--- src/hw/buffered_timer_pkg.sv ---
package buffered_timer_pkg;
    localparam int DATA_W = 32;
    localparam int ADDR_W = 8;
    localparam int CNT_W = 16;
    localparam int PAIRS = 4;
    localparam int CHANNELS = 3;
    localparam int PRE_W = 10;
    ////////////////////////////////////////////////////////////////////////////
    // register byte offsets
    localparam logic [7:0] ADDR_CONTROL_A = 8'h00;
    localparam logic [7:0] ADDR_CONTROL_E = 8'h04;
    localparam logic [7:0] ADDR_CONTROL_F = 8'h08;
    localparam logic [7:0] ADDR_CONTROL_D = 8'h0C;
    localparam logic [7:0] ADDR_EVENT_CONTROL = 8'h10;
    localparam logic [7:0] ADDR_COUNT = 8'h14;
    localparam logic [7:0] ADDR_PERIOD = 8'h18;
    localparam logic [7:0] ADDR_PERIOD_BUFFER = 8'h28;
    localparam logic [7:0] ADDR_STRIDE = 8'h04;
    ////////////////////////////////////////////////////////////////////////////
    // field positions
    localparam int CONTROL_A_REG_ENABLE = 0;
    localparam int CONTROL_A_REG_PRESCALE_LSB = 1;
    localparam int CONTROL_E_REG_DIR = 0;
    localparam int CONTROL_E_REG_LOCK_UPDATE = 1;
    localparam int CTRLD_SPLIT = 0;
    localparam int CTRLD_UPDATE_AT_BOTTOM = 1;
    localparam int EVENT_CONTROL_REG_COUNT_ENABLE = 0;
    localparam int EVENT_CONTROL_REG_DIR_ENABLE = 1;
    localparam int EVENT_CONTROL_REG_RESTART_ENABLE = 2;
    localparam int CONTROL_F_REG_PERIOD_VALID = 0;
    ////////////////////////////////////////////////////////////////////////////
    // reset values
    localparam logic [15:0] COUNT_RESET = 16'h0000;
    localparam logic [15:0] BOTTOM_VALUE = 16'h0000;
    localparam logic [31:0] READ_ZERO = 32'h0000_0000;
    // prescaler masks (divider - 1) for divide by 1,2,4,8,16,64,256,1024
    localparam logic [9:0] PRESCALE_MASK [8] = '{10'h000, 10'h001, 10'h003,
        10'h007, 10'h00F, 10'h03F, 10'h0FF, 10'h3FF};
endpackage

--- src/hw/pair_if.sv ---
`timescale 1ns/1ps
interface pair_if;
    logic write_value;
    logic write_buffer;
    logic update;
    logic [15:0] wdata;
    logic [15:0] value;
    logic [15:0] buffer;
    logic valid;
    modport owner (output write_value, write_buffer, update, wdata,
        input value, buffer, valid);
    modport store (input write_value, write_buffer, update, wdata,
        output value, buffer, valid);
endinterface

--- src/hw/buffered_pair.sv ---
`timescale 1ns/1ps
module buffered_pair (
    // clock and reset
    input wire logic i_mclk,
    input wire logic i_arst_n,
    // owner side
    pair_if.store port
);
    import buffered_timer_pkg::*;

    // a direct value write bypasses the buffer
    always_ff @(posedge i_mclk or negedge i_arst_n) begin
        if (!i_arst_n) begin
            port.value <= COUNT_RESET;
        end else if (port.write_value) begin
            port.value <= port.wdata;
        end else if (port.update && port.valid) begin
            port.value <= port.buffer;
        end
    end

    always_ff @(posedge i_mclk or negedge i_arst_n) begin
        if (!i_arst_n) begin
            port.buffer <= COUNT_RESET;
        end else if (port.write_buffer) begin
            port.buffer <= port.wdata;
        end
    end

    // set wins over the update clear so a late write is not lost
    always_ff @(posedge i_mclk or negedge i_arst_n) begin
        if (!i_arst_n) begin
            port.valid <= 1'b0;
        end else if (port.write_buffer) begin
            port.valid <= 1'b1;
        end else if (port.update) begin
            port.valid <= 1'b0;
        end
    end
endmodule

--- src/hw/timer_prescaler.sv ---
`timescale 1ns/1ps
module timer_prescaler (
    // clock and reset
    input wire logic i_mclk,
    input wire logic i_arst_n,
    // control
    input wire logic i_run,
    input wire logic [2:0] i_select,
    // tick out
    output logic o_tick
);
    import buffered_timer_pkg::*;

    logic [PRE_W-1:0] pre_cnt;
    logic [PRE_W-1:0] mask;

    assign mask = PRESCALE_MASK[i_select];

    // restarts from zero whenever the timer stops
    always_ff @(posedge i_mclk or negedge i_arst_n) begin
        if (!i_arst_n) begin
            pre_cnt <= '0;
        end else if (!i_run) begin
            pre_cnt <= '0;
        end else begin
            pre_cnt <= pre_cnt + 1'b1;
        end
    end

    assign o_tick = i_run && ((pre_cnt & mask) == mask);
endmodule

--- src/hw/buffered_timer_counter_base.sv ---
// The placing of the registers and the APB register port were left to the implementer.
`timescale 1ns/1ps
// Behaviour
// - counter, period, compares, buffers 16 bits, valid flags
// - split mode gives two 8-bit counters
// - compare counter to zero, period, compares
// - top/bottom/match outputs one cycle later
// - tick from prescaler or event input
// - bottom is counter equal zero, low byte equal zero in split mode
// - top is counter equal period, high byte equal zero in split mode
// - update loads valid buffers unless locked or split
// - enable starts counting at prescaled rate
// - event count enable counts events instead
// - count ticks in direction bit sense
// - up at top wraps to zero
// - down at bottom reloads period
// - counter write is immediate, top priority
// - direction may change while running
// - events give direction and restart
// - period and compares each double-buffered
// - valid flags readable in control F
// - valid set on buffer write, cleared on update
// - loaded compare used from next count
// - unbuffered period applies at once, wraps via max
module buffered_timer_counter_base (
    // clock and reset
    input wire logic i_mclk,
    input wire logic i_arst_n,
    // apb slave
    input wire logic i_psel,
    input wire logic i_penable,
    input wire logic i_pwrite,
    input wire logic [buffered_timer_pkg::ADDR_W-1:0] i_paddr,
    input wire logic [buffered_timer_pkg::DATA_W-1:0] i_pwdata,
    output logic [buffered_timer_pkg::DATA_W-1:0] o_prdata,
    output logic o_pready,
    output logic o_pslverr,
    // event system inputs
    input wire logic i_event_a,
    input wire logic i_event_b,
    input wire logic i_event_sync,
    // event outputs
    output logic o_top_event,
    output logic o_bottom_event,
    output logic [5:0] o_match,
    output logic o_counting_down
);
    import buffered_timer_pkg::*;

    ////////////////////////////////////////////////////////////////////////////
    // control state
    logic enable;
    logic [2:0] prescale_select;
    logic dir;
    logic lock_update;
    logic split;
    logic update_at_bottom;
    logic event_input_a_count_enable;
    logic event_dir_enable;
    logic event_restart_enable;
    logic [CNT_W-1:0] cnt;
    logic [CNT_W-1:0] next_cnt;

    logic setup;
    logic access;
    logic wr;
    logic rd_hit;
    logic [DATA_W-1:0] rd_mux;
    logic [CNT_W-1:0] wdata16;

    logic presc_tick;
    logic tick;
    logic dir_down;
    logic cnt_wr;
    logic restart;
    logic top_hit;
    logic bottom_hit;
    logic upd;
    logic [CNT_W-1:0] per;
    logic [CNT_W-1:0] pair_value [PAIRS];
    logic [CNT_W-1:0] pair_buffer [PAIRS];
    logic [PAIRS-1:0] pair_valid;
    logic [PAIRS-1:0] hit_value;
    logic [PAIRS-1:0] hit_buffer;

    ////////////////////////////////////////////////////////////////////////////
    // apb decode
    assign setup = i_psel && !i_penable;
    assign access = i_psel && i_penable;
    assign wr = access && i_pwrite;
    assign wdata16 = i_pwdata[CNT_W-1:0];
    assign o_pready = 1'b1;
    assign cnt_wr = wr && (i_paddr == ADDR_COUNT);

    always_comb begin
        rd_hit = 1'b1;
        rd_mux = READ_ZERO;
        case (i_paddr)
            ADDR_CONTROL_A: begin
                rd_mux[CONTROL_A_REG_ENABLE] = enable;
                rd_mux[CONTROL_A_REG_PRESCALE_LSB +: 3] = prescale_select;
            end
            ADDR_CONTROL_E: begin
                rd_mux[CONTROL_E_REG_DIR] = dir;
                rd_mux[CONTROL_E_REG_LOCK_UPDATE] = lock_update;
            end
            ADDR_CONTROL_F: begin
                rd_mux[CONTROL_F_REG_PERIOD_VALID +: PAIRS] = pair_valid;
            end
            ADDR_CONTROL_D: begin
                rd_mux[CTRLD_SPLIT] = split;
                rd_mux[CTRLD_UPDATE_AT_BOTTOM] = update_at_bottom;
            end
            ADDR_EVENT_CONTROL: begin
                rd_mux[EVENT_CONTROL_REG_COUNT_ENABLE] = event_input_a_count_enable;
                rd_mux[EVENT_CONTROL_REG_DIR_ENABLE] = event_dir_enable;
                rd_mux[EVENT_CONTROL_REG_RESTART_ENABLE] = event_restart_enable;
            end
            ADDR_COUNT: begin
                rd_mux[CNT_W-1:0] = cnt;
            end
            default: begin
                rd_hit = 1'b0;
                for (int i = 0; i < PAIRS; i++) begin
                    if (hit_value[i]) begin
                        rd_hit = 1'b1;
                        rd_mux[CNT_W-1:0] = pair_value[i];
                    end
                    if (hit_buffer[i]) begin
                        rd_hit = 1'b1;
                        rd_mux[CNT_W-1:0] = pair_buffer[i];
                    end
                end
            end
        endcase
    end

    // read data and error are sampled in the setup cycle so the access phase
    // completes with no wait state; a running count is seen as of that edge
    always_ff @(posedge i_mclk or negedge i_arst_n) begin
        if (!i_arst_n) begin
            o_prdata <= READ_ZERO;
            o_pslverr <= 1'b0;
        end else if (setup) begin
            o_prdata <= i_pwrite ? READ_ZERO : rd_mux;
            o_pslverr <= !rd_hit;
        end
    end

    ////////////////////////////////////////////////////////////////////////////
    // control registers
    always_ff @(posedge i_mclk or negedge i_arst_n) begin
        if (!i_arst_n) begin
            enable <= 1'b0;
            prescale_select <= 3'h0;
        end else if (wr && i_paddr == ADDR_CONTROL_A) begin
            enable <= i_pwdata[CONTROL_A_REG_ENABLE];
            prescale_select <= i_pwdata[CONTROL_A_REG_PRESCALE_LSB +: 3];
        end
    end

    always_ff @(posedge i_mclk or negedge i_arst_n) begin
        if (!i_arst_n) begin
            dir <= 1'b0;
            lock_update <= 1'b0;
        end else if (wr && i_paddr == ADDR_CONTROL_E) begin
            dir <= i_pwdata[CONTROL_E_REG_DIR];
            lock_update <= i_pwdata[CONTROL_E_REG_LOCK_UPDATE];
        end
    end

    always_ff @(posedge i_mclk or negedge i_arst_n) begin
        if (!i_arst_n) begin
            split <= 1'b0;
            update_at_bottom <= 1'b0;
        end else if (wr && i_paddr == ADDR_CONTROL_D) begin
            split <= i_pwdata[CTRLD_SPLIT];
            update_at_bottom <= i_pwdata[CTRLD_UPDATE_AT_BOTTOM];
        end
    end

    always_ff @(posedge i_mclk or negedge i_arst_n) begin
        if (!i_arst_n) begin
            event_input_a_count_enable <= 1'b0;
            event_dir_enable <= 1'b0;
            event_restart_enable <= 1'b0;
        end else if (wr && i_paddr == ADDR_EVENT_CONTROL) begin
            event_input_a_count_enable <= i_pwdata[EVENT_CONTROL_REG_COUNT_ENABLE];
            event_dir_enable <= i_pwdata[EVENT_CONTROL_REG_DIR_ENABLE];
            event_restart_enable <= i_pwdata[EVENT_CONTROL_REG_RESTART_ENABLE];
        end
    end

    ////////////////////////////////////////////////////////////////////////////
    // period and compare pairs, index 0 is the period
    pair_if pair [PAIRS] ();

    for (genvar g = 0; g < PAIRS; g++) begin : g_pair
        localparam logic [7:0] VAL_ADDR = 8'(ADDR_PERIOD + 8'(g) * ADDR_STRIDE);
        localparam logic [7:0] BUF_ADDR = 8'(ADDR_PERIOD_BUFFER + 8'(g) * ADDR_STRIDE);
        assign hit_value[g] = (i_paddr == VAL_ADDR);
        assign hit_buffer[g] = (i_paddr == BUF_ADDR);
        assign pair[g].write_value = wr && hit_value[g];
        assign pair[g].write_buffer = wr && hit_buffer[g];
        assign pair[g].update = upd;
        assign pair[g].wdata = wdata16;
        assign pair_value[g] = pair[g].value;
        assign pair_buffer[g] = pair[g].buffer;
        assign pair_valid[g] = pair[g].valid;
        buffered_pair u_pair (
            .i_mclk(i_mclk),
            .i_arst_n(i_arst_n),
            .port(pair[g])
        );
    end

    assign per = pair_value[0];

    ////////////////////////////////////////////////////////////////////////////
    // timer clock
    timer_prescaler u_prescaler (
        .i_mclk(i_mclk),
        .i_arst_n(i_arst_n),
        .i_run(enable && !event_input_a_count_enable),
        .i_select(prescale_select),
        .o_tick(presc_tick)
    );

    assign tick = event_input_a_count_enable ?
        (enable && i_event_a) : presc_tick;
    assign dir_down = event_dir_enable ? i_event_b : dir;
    assign restart = enable && event_restart_enable && i_event_sync;
    assign o_counting_down = dir_down;

    ////////////////////////////////////////////////////////////////////////////
    // counter
    assign top_hit = (cnt == per);
    assign bottom_hit = (cnt == BOTTOM_VALUE);

    // update follows the sequence end, or bottom when so selected
    assign upd = tick && !split && !lock_update &&
        (update_at_bottom ? bottom_hit : (dir_down ? bottom_hit : top_hit));

    always_comb begin
        next_cnt = cnt;
        if (cnt_wr) begin
            next_cnt = wdata16;
        end else if (restart) begin
            next_cnt = (dir_down || split) ? per : BOTTOM_VALUE;
        end else if (tick && split) begin
            next_cnt[7:0] = (cnt[7:0] == 8'h00) ? per[7:0] : cnt[7:0] - 8'h01;
            next_cnt[15:8] = (cnt[15:8] == 8'h00) ? per[15:8] : cnt[15:8] - 8'h01;
        end else if (tick && dir_down) begin
            next_cnt = bottom_hit ? per : cnt - 16'h0001;
        end else if (tick) begin
            // above a freshly lowered top it runs through max and wraps
            next_cnt = top_hit ? BOTTOM_VALUE : cnt + 16'h0001;
        end
    end

    always_ff @(posedge i_mclk or negedge i_arst_n) begin
        if (!i_arst_n) begin
            cnt <= COUNT_RESET;
        end else begin
            cnt <= next_cnt;
        end
    end

    ////////////////////////////////////////////////////////////////////////////
    // event outputs, one cycle after the tick that saw the trigger
    always_ff @(posedge i_mclk or negedge i_arst_n) begin
        if (!i_arst_n) begin
            o_top_event <= 1'b0;
            o_bottom_event <= 1'b0;
        end else if (split) begin
            o_top_event <= tick && cnt[15:8] == 8'h00;
            o_bottom_event <= tick && cnt[7:0] == 8'h00;
        end else begin
            o_top_event <= tick && top_hit;
            o_bottom_event <= tick && bottom_hit;
        end
    end

    for (genvar n = 0; n < CHANNELS; n++) begin : g_match
        logic [CNT_W-1:0] cmp;
        logic lo_hit;
        logic hi_hit;
        assign cmp = pair_value[n+1];
        assign lo_hit = split ? (cnt[7:0] == cmp[7:0]) : (cnt == cmp);
        assign hi_hit = split && (cnt[15:8] == cmp[15:8]);
        always_ff @(posedge i_mclk or negedge i_arst_n) begin
            if (!i_arst_n) begin
                o_match[n] <= 1'b0;
                o_match[n+CHANNELS] <= 1'b0;
            end else begin
                o_match[n] <= tick && lo_hit;
                o_match[n+CHANNELS] <= tick && hi_hit;
            end
        end
    end

    logic plain_up;
    logic plain_down;
    assign plain_up = tick && !split && !dir_down && !cnt_wr && !restart;
    assign plain_down = tick && !split && dir_down && !cnt_wr && !restart;
endmodule

--- config.mk ---
export PLATFORM = sky130hd
export DESIGN_NAME = buffered_timer_counter_base
export DESIGN_NICKNAME = d
export VERILOG_FILES = /design/src/hw/buffered_timer_pkg.sv /design/src/hw/pair_if.sv /design/src/hw/buffered_pair.sv /design/src/hw/timer_prescaler.sv /design/src/hw/buffered_timer_counter_base.sv
export SDC_FILE = /design/constraint.sdc
export NUM_CORES = 1
export LEC_CHECK = 0
export ABC_CLOCK_PERIOD_IN_PS = 3750
export BUFFER_PORTS_ARGS = -buffer_cell sky130_fd_sc_hd__buf_2
export CAP_MARGIN = 20
export CORE_ASPECT_RATIO = 1.4
export CORE_MARGIN = 5
export CORE_UTILIZATION = 30
export DETAILED_ROUTE_END_ITERATION = 7
export HOLD_SLACK_MARGIN = 0.12
export SLEW_MARGIN = 10
export SYNTH_ARGS = -nofsm -noshare
export SYNTH_HDL_FRONTEND = slang
export SYNTH_SLANG_ARGS = --single-unit
--- constraint.sdc ---
create_clock -name i_mclk -period 3.75 [get_ports i_mclk]
set_input_delay 0.5625 -clock i_mclk [delete_from_list [all_inputs] [get_ports i_mclk]]
set_output_delay 0.5625 -clock i_mclk [all_outputs]
set_load 0.05 [all_outputs]
Yosys cells after proc, flatten, opt, wreduce, memory -nomap -nowiden
Memories as Yosys holds them, arrays and structs flattened.
Index checks and enable logic that the tools add are counted.
W data, S select, Z words.

storage, ports and cells
  register bits after elaboration = 210
  logic and storage cells = 189
  output and inout port bits = 43
  memories kept = 1
  input bits = 48
  bits in read-only memories = 80

memory list
  memory           depth  width  read ports  clocked after Yosys merged registers in  wr ports  RTL line               source
  (no name shown)  8      10     1           0                                        0         timer_prescaler.sv:17  assign mask = PRESCALE_MASK[i_select];

cells by class
  add/subtract/negate cells = 5
  eq/ne operators = 24
  reduce and logical (&&, ||, !) cells = 66
  multiplexer cells = 57
  bitwise logic cells = 2
  magnitude comparators = 1

operators with widths
  cell                     count
  $mux W16                 25
  $eq A16 B16 Y1           4
  $eq A8 B6 Y1 const B     6
  $eq A8 B8 Y1             6
  $logic_and A1 B1 Y1      43
  $eq A8 B5 Y1 const B     4
  $mux W10                 3
  $logic_not A8 Y1         3
  $pmux W12 S2             1
  $mux W1                  23
  $add A16 B1 Y16 const B  1
  $eq A8 B4 Y1 const B     2
  $logic_not A16 Y1        1
  $mux W8                  2
  $reduce_bool A2 Y1       8
  $sub A16 B1 Y16 const B  1
  $sub A8 B1 Y8 const B    2
  $pmux W2 S6              1
  $add A10 B1 Y10 const B  1
  $and A10 B10 Y10         1
  $eq A10 B10 Y1           1
  $eq A8 B3 Y1 const B     1
  $reduce_or A6 Y1         1
  $logic_not A1 Y1         5
  9 further kinds          9

Logic depth before layout (Yosys ltp)
Gate-level depths: netlist of run 1.

  depth after elaboration = 14
  gate-level depth with buffers = 11
  mapped depth without buffers = 9

Hierarchy
A second synthesis of run 1 with hierarchy kept.

unflattened totals
  cells, all modules = 1,433
  area total of the unflattened synthesis = 13,285.2 µm²

modules (own cells, without submodules)
  module                       area an instance (µm²)  cells each  seq. area each (µm²)  instances
  buffered_timer_counter_base  6,417.4                 866         1,301.2               1
  buffered_pair                1,584.0                 128         825.8                 4
  timer_prescaler              531.8                   55          250.2                 1

Least setup slack after synthesis of run 1
OpenSTA, ideal clock, no wires.

  path type = flip-flop to flip-flop
  from = register cnt[9]
  to = register g_pair[1].u_pair.port.value[10]
  setup slack = 1.077 ns
  data arrival time = 2.536 ns
  stages on the path, launching flop included = 11
  data required time = 3.613 ns
  setup time = 0.137 ns
  clock period less this slack = 2.673 ns
  buffers on the path = 2
  cells stage by stage = dfrtp_1 -> buf_1 -> inv_1 -> ha_1 -> nor4b_2 -> nand4_2 -> mux2i_4 -> nand4_4 -> buf_6 -> mux2i_1 -> a21oi_1

on the way
  cells in the longest elaborated chain, start to end = 6
  elaborated cells on any way between the ends = 7
  those cells by class = eq/ne (1); mux (2); reduce/logical (4)

ends and longest elaborated chain
  item                                                 RTL line                                                                source
  start, declared                                      buffered_timer_counter_base.sv:61                                       logic [CNT_W-1:0] cnt;
  start signal, assigned                               buffered_timer_counter_base.sv:265                                      cnt <= next_cnt;
  $eq A16 B16 Y1 or $logic_not A16 Y1 (tied branches)  buffered_timer_counter_base.sv:237, buffered_timer_counter_base.sv:238
  $mux W1                                              buffered_timer_counter_base.sv:242                                      (update_at_bottom ? bottom_hit : (dir_down ? bottom_hit : top_hit));
  $mux W1 (*)                                          buffered_timer_counter_base.sv:242
  $logic_and A1 B1 Y1 (*)                              buffered_timer_counter_base.sv:241                                      assign upd = tick && !split && !lock_update &&
  $logic_and A1 B1 Y1 (*)                              buffered_pair.sv:17                                                     end else if (port.update && port.valid) begin
  $reduce_bool A2 Y1 (no line) (*)                     n/a
  end signal, assigned                                 buffered_pair.sv:16                                                     port.value <= port.wdata;
  end signal, assigned                                 buffered_pair.sv:18                                                     port.value <= port.buffer;
  end, declared                                        pair_if.sv:13                                                           output value, buffer, valid);

Mark *: on every way between the ends. The rest lies on a longest branch, timed or not.
A chain may end at the register's enable or synchronous reset.

Worst setup path after layout of run 1
  from = register g_pair[0].u_pair.port.value[6]
  to = register cnt[6]

on the way
  cells in the longest elaborated chain, start to end = 7
  elaborated cells on any way between the ends = 10
  those cells by class = eq/ne (1); mux (9)

ends and longest elaborated chain
  item                    RTL line                            source
  start, declared         pair_if.sv:13
  start signal, assigned  buffered_pair.sv:16
  start signal, assigned  buffered_pair.sv:18
  $eq A16 B16 Y1          buffered_timer_counter_base.sv:237  assign top_hit = (cnt == per);
  $mux W16                buffered_timer_counter_base.sv:257  next_cnt = top_hit ? BOTTOM_VALUE : cnt + 16'h0001;
  $mux W16                buffered_timer_counter_base.sv:255  end else if (tick) begin
  $mux W16                buffered_timer_counter_base.sv:253  end else if (tick && dir_down) begin
  $mux W16                buffered_timer_counter_base.sv:250  end else if (tick && split) begin
  $mux W16 (*)            buffered_timer_counter_base.sv:248  end else if (restart) begin
  $mux W16 (*)            buffered_timer_counter_base.sv:246  if (cnt_wr) begin

Mark *: on every way between the ends. The rest lies on a longest branch, timed or not. The select of a mux whose other input is x is not followed.

==> metrics.md, run 1 <==
| Metric | Value |
|---|---|
| Outcome | finished, final reports clean |
| Die width | 178 microns |
| I/O Pins | 91 |
| Fin Hold WS | 172 ps |
| RSZ-0062 raised after global routing | false |
| Ranking of synthesized cells by area | dfrtp_1 (41%), mux2_2 (7.2%), mux2i_1 (6.1%), xor2_1 (4.2%), nand2_1 (3.8%) |
| Syn Inst Count | 1239 |
| Fin nets | 1341 |
| Fin crit share | 0.811 |
| EDFF count, synth | 0 |
| Synth Area in Adders | 0.00637 |
| Clock Path Buffers | 2 |
| Min-Delay Path Class | in -> async |
| Vias per inst | 5.55 |
| Initial Util | 0.301 |
| Wirelength per Cell | 21.8 microns |
| Peak VDD IR | 0.322 mV |
| Fill cell count | 4045 |
| Async SR Flop Fraction | 1.00 |
| CTS H-Tree Depth | 4 |
| Post_cts resized | 0 |
| Top_reg_cell synth | dfrtp_1 |
| Worst-path fanout max | 17 |
| Top-count cell post-synth | dfrtp_1 |
| Total power | 5.54 mW |
| Slew @ Worst Pin | 1070 ps |
| Drt pass-1 iters | 7 |
| Cell family with most CP delay | compound AO/OA/AOI/OAI gates |
| F_max | 329 MHz |
| Final core utilization | 0.344 |
| Initial DRC Count | 681 |
| ANT cells | 0 |
| Final Skew | 9.70 ps |
| Post-synth top cells | dfrtp_1 (194), nand2_1 (120), nor2_1 (96) |
| Largest net degree at the start of global routing | 84 |
| Critical path required time | 4080 ps |
| Complex-gate fraction of the synthesized area | 0.177 |
| Root Driver | clkbuf_16 |
| Synth Area in Simple Gates | 0.150 |
| Total CTS buffers | 17 |
| Max-slew violations | 0 |
| Worst-path cell chain | xor2_1, nor4_1, nand4_2, buf_4, o21ai_2, o31ai_1, a221oi_1, o21ai_1 |
| Pwr/cell area | 411 nW/um^2 |
| Gr usage total | 0.184 |
| Buffer and inverter count on the worst path | 1 |
| Synth-to-layout area growth | 14.3% |
| Arrival time of the worst setup path | 3370 ps |
| HPWL after DPL | 29.5 mm |
| Post-synth top area cell | dfrtp_1 |
| Mux share of post-synthesis cell area | 0.135 |
| #FFs+latches synth | 194 |
| Final setup fails | 0 |
| Total number of vias | 10200 |
| GPL Wtd Cong | 0.957 |
| Vias in the first global route | 10000 |
| CP Launch Type | flip-flop |
| Skew-Pair Late Insertion Delay | 450 ps |
| Critical path class | reg -> reg |
| Top-area cell type share of the netlist area | 0.412 |
| Layout cells sized above 1 | 0.196 |
| CP peak stage delay | 680 ps |
| Distinct cells, synth | 79 |
| Max-cap violations | 0 |
| Die height | 245 microns |
| Slowest cell on the critical path | nor4_1 |
| Avg Inst Size Synth | 9.51 sq um |
| First-pass GRT wire length | 61.4 mm |
| Clock slew seen by the registers of the worst setup and hold paths | 70 ps |
| Slew margin rel. | 0.287 |
| Synth Cell Area | 11800 sq um |
| DRC viols | 0 |
| Setup Buffers After CTS | 0 |
| Clk sink count | 194 |
| Final min period | 3040 ps |
| Antenna viol nets, final | 0 |
| Leakage | 6.54 nW |
| Largest family of logic cells by synthesized area | compound AO/OA/AOI/OAI gates |
| Total gr overflow | 0 |
| Initial antenna violation count | 0 |
| YS warnings | 0 |
| Die area | 43400 sq um |
| Core area | 39200 sq um |
| Num rows | 86 |
| Final hold viol count | 0 |
| Port buffer count | 57 |
| CTS tree | built |
| Post-synthesis xor/xnor area fraction | 0.0691 |
| Post-Route WL | 39.9 mm |
| Setup crit end kind | flip-flop |
| CTS Hold Bufs | 0 |
| Setup TNS | 0 ps |
| Sequential share of the synthesized area | 0.412 |
-- where the power goes --
part | switching [mW] | internal [mW] | leakage, nW
sequential | 0.0998 | 2.15 | 2.68
combinational | 0.807 | 0.463 | 3.55
clock | 0.866 | 1.15 | 0.305
total | 1.77 | 3.76 | 6.54
-- layout by cell type, fill, tap and decap left out, types with 4 or more instances in the layout --
master,netlist,layout
a211oi_1,16,16
a21oi_1,79,79
a221o_1,7,7
a221oi_1,25,25
a222oi_1,11,11
a22o_1,14,14
a22oi_1,9,9
a31oi_1,7,7
and2_1,8,8
and3_1,11,11
and4_1,4,4
buf_2,15,56
buf_4,18,69
bufinv_16,0,4
clkbuf_16,0,17
conb_1,2,17
dfrtp_1,194,194
ha_1,6,6
inv_1,14,14
mux2_2,75,75
mux2i_1,72,72
nand2_1,120,120
nand3_1,22,22
nand4_1,16,16
nor2_1,96,95
nor3_1,17,17
nor4_1,17,17
o211ai_1,4,4
o21ai_0,57,57
o21ai_1,36,36
o221ai_1,5,5
o22ai_1,13,13
o31ai_1,9,9
or3_1,5,5
xnor2_1,36,36
xor2_1,57,57
-- cell families after synthesis --
| logic type | Yosys count |
|---|---|
| AO/OA/AOI/OAI | 319 |
| multiplexers | 148 |
| adder cells (fa/ha/maj) | 6 |
| other | 2 |
| flip-flops | 194 |
| AND/OR/NAND/NOR | 349 |
| buffers and inverters | 128 |
| XOR/XNOR | 93 |
-- flip-flops by register name, summed over array words and instances (netlist names) --
| name | count |
|---|---|
| u_prescaler.pre_cnt | 10 |
| event_input_a_count_enable | 1 |
| update_at_bottom | 1 |
| event_dir_enable | 1 |
| o_pslverr | 1 |
| o_match | 6 |
| enable | 1 |
| g_pair.u_pair.port.value | 64 |
| prescale_select | 3 |
| split | 1 |
| g_pair.u_pair.port.buffer | 64 |
| o_bottom_event | 1 |
| event_restart_enable | 1 |
| o_top_event | 1 |
| g_pair.u_pair.port.valid | 4 |
| lock_update | 1 |
| dir | 1 |
| o_prdata | 16 |
| cnt | 16 |
-- routing by layer --
metal | track usage | share of wire | routed length, microns | up-vias
li1 | - | - | - | 4609
met1 | 0.213 | 0.37 | 14800 | 4996
met2 | 0.315 | 0.50 | 19900 | 407
met3 | 0.0251 | 0.052 | 2060 | 139
met4 | 0.126 | 0.077 | 3090 | 0
met5 | 0 | 0 | 0 | -
-- area by class of cell --
cell class / count / area [sq um] / area share
multi-input combinational: 932 / 6410 / 0.476
sequential: 194 / 4850 / 0.360
timing repair buffer: 128 / 852 / 0.0633
tap: 528 / 661 / 0.0490
clock buffer: 19 / 443 / 0.0329
clock inverter: 13 / 201 / 0.0150
inverter: 14 / 52.6 / 0.00390
-- worst paths after layout --
| check | slack [ps] | depth (start not counted) | end | start |
|---|---|---|---|---|
| max | 710 | 8 | cnt[6] | g_pair[0].u_pair.port.value[6] |
| min | 170 | 1 | cnt[9] | i_arst_n |
| max reg2reg | 710 | 8 | cnt[6] | g_pair[0].u_pair.port.value[6] |
| min reg2reg | 480 | 2 | o_pslverr | o_pslverr |
| max in group asynchronous | 2750 | 2 | o_prdata[1] | i_arst_n |
| min in group i_mclk | 440 | 3 | g_pair[2].u_pair.port.value[6] | i_pwdata[6] |
-- metrics by stage --
| stage | setup slack, ps | cell area (sq um) | cells |
|---|---|---|---|
| final | 709 | 13500 | 1828 |
| after floorplan | 1080 | 11800 | 1254 |
| after CTS | 749 | 13500 | 1828 |
| after detailed placement | 766 | 12800 | 1796 |
| after global routing | 678 | 13500 | 1828 |
| after global placement | 761 | 12800 | 1796 |
No activity file was read; power rests on OpenSTA's default activity.
==> run 2, diff against run 1 <==
--- a/config.mk
+++ b/config.mk
@@ -5,7 +5,8 @@
 export SDC_FILE = /design/constraint.sdc
 export NUM_CORES = 1
 export LEC_CHECK = 0
-export ABC_CLOCK_PERIOD_IN_PS = 3750
+export ABC_AREA = 1
+export ABC_CLOCK_PERIOD_IN_PS = 2520
 export BUFFER_PORTS_ARGS = -buffer_cell sky130_fd_sc_hd__buf_2
 export CAP_MARGIN = 20
 export CORE_ASPECT_RATIO = 1.4
==> constraint.sdc (replaced) <==
create_clock -name i_mclk -period 2.52 [get_ports i_mclk]
set_input_delay 0.378 -clock i_mclk [delete_from_list [all_inputs] [get_ports i_mclk]]
set_output_delay 0.378 -clock i_mclk [all_outputs]
set_load 0.05 [all_outputs]
==> run 2 against run 1 <==
Non-clock buffer count rose by 21. Sequential share of layout area fell by 3.2 points. Final area rose by 9.8%. Worst setup slack got worse by 520 ps. Area after synthesis rose by 9.9%. Via count rose by 29%. Total power rose by 19%. Critical endpoint is now g_pair[3].u_pair.port.value[8]. Sequential cell count did not move. First-iteration DRC count rose by 30%. Clock power rose by 40%. Combinational power fell by 56%.
==> metrics.md, run 2 <==
| Metric | Value |
|---|---|
| Outcome | finished, final reports clean |
| CP Launch Type | flip-flop |
| Seq pwr share | 0.488 |
| Distinct cells, synth | 42 |
| Top cell by count, worst path | nand2_1 |
| GPL Wtd Cong | 0.969 |
| Peak VDD IR | 0.365 mV |
| Skew-Pair Late Insertion Delay | 460 ps |
| Buffer and inverter count on the worst path | 3 |
| F_max | 429 MHz |
| Clock power frac | 0.428 |
| Synth Cell Area | 13000 sq um |
| Initial DRC Count | 887 |
| Slowest cell on the critical path | dfrtp_1 |
| Port buffer count | 57 |
| Fin crit share | 0.925 |
| Gr usage total | 0.203 |
| Setup TNS | 0 ps |
| Clock slew seen by the registers of the worst setup and hold paths | 80 ps |
| Wirelength per Cell | 18.6 microns |
| Top-count cell post-synth | nand2_1 |
| Critical path required time | 2910 ps |
| Cell family with most CP delay | simple AND/OR/NAND/NOR gates |
| Clock Path Buffers | 2 |
| Setup crit end kind | flip-flop |
| YS warnings | 0 |
| Most frequent cells in the layout | nand2_1 (744), o21ai_0 (200), nand3_1 (198), dfrtp_1 (194), inv_1 (157) |
| Slew margin rel. | 0.494 |
| Max-cap violations | 0 |
| CP peak stage delay | 400 ps |
| Fin nets | 2080 |
| Post-synth top area cell | dfrtp_1 |
| Total gr overflow | 0 |
| Fill cell count | 4622 |
| Final min period | 2330 ps |
| Die width | 186 microns |
| Antenna viol nets, final | 0 |
| #FFs+latches synth | 194 |
| Initial antenna violation count | 2 |
| Die area | 47500 sq um |
| Slew @ Worst Pin | 758 ps |
| Pwr/cell area | 445 nW/um^2 |
| Clk sink count | 194 |
| Leakage | 7.80 nW |
| First-pass GRT wire length | 73.8 mm |
| Core area | 42900 sq um |
| Total number of vias | 13100 |
| Final setup fails | 0 |
| Syn Inst Count | 1958 |
| Sw power | 1.87 mW |
| Initial Util | 0.302 |
| Fin Hold WS | 265 ps |
| RSZ-0062 raised after global routing | false |
| HPWL after DPL | 37.2 mm |
| Max-slew violations | 0 |
| DRC viols | 0 |
| Post-Route WL | 48.2 mm |
| Top-area cell type share of the netlist area | 0.375 |
| Layout cells sized above 1 | 0.112 |
| Sw Ratio | 0.284 |
| EDFF count, synth | 0 |
| P_int | 4.71 mW |
| Vias in the first global route | 12500 |
| Synth-to-layout area growth | 14.1% |
| Arrival time of the worst setup path | 2720 ps |
| Final Skew | 10.9 ps |
| Top_reg_cell synth | dfrtp_1 |
| Post-synth top cells | nand2_1 (744), o21ai_0 (200), nand3_1 (198) |
| Min-Delay Path Class | in -> reg |
| Sequential share of the synthesized area | 0.375 |
| Total power | 6.58 mW |
| Commonest non-fill, non-tap cell in the layout | nand2_1 |
| Final hold viol count | 0 |
| Total CTS buffers | 17 |
| Root Driver | clkbuf_16 |
| ANT cells | 0 |
| Avg Inst Size Synth | 6.62 sq um |
| I/O Pins | 91 |
| Worst-path fanout max | 16 |
| CTS H-Tree Depth | 4 |
| Worst-path cell chain | clkinv_2, ha_1, nand2_1, nor2_1, buf_4, nand2_4, clkinv_2, nor2_1, a21oi_4, nand3_4, nand2_4, nand2_1, nand2_1 |
| Logic pwr share | 0.085 |
| CTS tree | built |
| Ranking of synthesized cells by area | dfrtp_1 (37%), nand2_1 (22%), o21ai_0 (7.7%), nand3_1 (7.6%), inv_1 (4.5%) |
| Die height | 256 microns |
| Drt pass-1 iters | 5 |
| Num rows | 90 |
| Largest net degree at the start of global routing | 61 |
| Top flop regs | g_pair.u_pair.port.buffer: 64 flops, g_pair.u_pair.port.value: 64 flops |
| Critical path class | reg -> reg |
| Vias per inst | 5.05 |
| Async SR Flop Fraction | 1.00 |
## run 2: cell types whose count changed after synthesis, sizes merged, moves of 20 or more
cell and change:
inv +149, o21ai +116, nand3 +180, a221oi -26, nor2 +20, mux2i -73
mux2 -74, nand2 +635, a21oi -25
## run 2: worst min-delay path, cell delays in order
cell and delay [ps]:
buf_2 90, o21ai_0 80, inv_1 50, nand2_1 50, nand2_1 40
## run 2: cells by family after synthesis
logic type,synth area share
adder cells (fa/ha/maj),0.00579
XOR/XNOR,0.0412
AO/OA/AOI/OAI,0.112
flip-flops,0.375
multiplexers,0.000869
AND/OR/NAND/NOR,0.368
other,0.000580
buffers and inverters,0.0974
## run 2: worst paths after layout
path,from,end,slack (ps),cells past startpoint
worst max register to register,cnt[9],g_pair[3].u_pair.port.value[8],190,13
worst min-delay path,i_pwdata[14],cnt[14],260,5
worst max-delay path,cnt[9],g_pair[3].u_pair.port.value[8],190,13
min in group asynchronous,i_arst_n,u_prescaler.pre_cnt[0],440,2
max in group asynchronous,i_arst_n,g_pair[1].u_pair.port.buffer[8],1350,3
worst min register to register,o_prdata[4],o_prdata[4],480,2
## run 2: timing repair
item	in CTS	in global routing
endpoints found under the hold margin	54	0
setup buffers	0	0
resized for setup	0	0
hold buffers	1	0
## run 2: power by group through the flow
stage	clock, mW	combinational (mW)	sequential, mW
after floorplan	0	0.299	3.28
after global placement	0	0.553	3.27
after detailed placement	0	0.558	3.27
after CTS	2.87	0.560	3.21
after global routing	2.99	0.616	3.21
final	2.81	0.558	3.21
## run 2: final cells by class
| cell class | count | area, sq um | area share |
|---|---|---|---|
| clock buffer | 17 | 425 | 0.0288 |
| clock inverter | 15 | 166 | 0.0113 |
| inverter | 172 | 651 | 0.0440 |
| multi-input combinational | 1492 | 6900 | 0.467 |
| sequential | 194 | 4850 | 0.328 |
| tap | 552 | 691 | 0.0467 |
| timing repair buffer | 149 | 1100 | 0.0744 |
## run 2: stage by stage
stage | instance area (sq um) | cells | worst slack, ps | utilization
after detailed placement | 14200 | 2558 | 171 | 0.331
final | 14800 | 2591 | 190 | 0.345
after floorplan | 13000 | 1973 | 274 | -
after global placement | 14200 | 2558 | 192 | 0.331
after CTS | 14800 | 2591 | 182 | 0.345
after global routing | 14800 | 2591 | 30.7 | 0.345
## run 2: layer usage
layer | share of wire | up-vias | track usage
met3 | 0.051 | 136 | 0.0300
li1 | - | 6338 | -
met1 | 0.38 | 6141 | 0.238
met4 | 0.077 | 2 | 0.136
met5 | 0.00027 | - | 0
met2 | 0.49 | 480 | 0.339
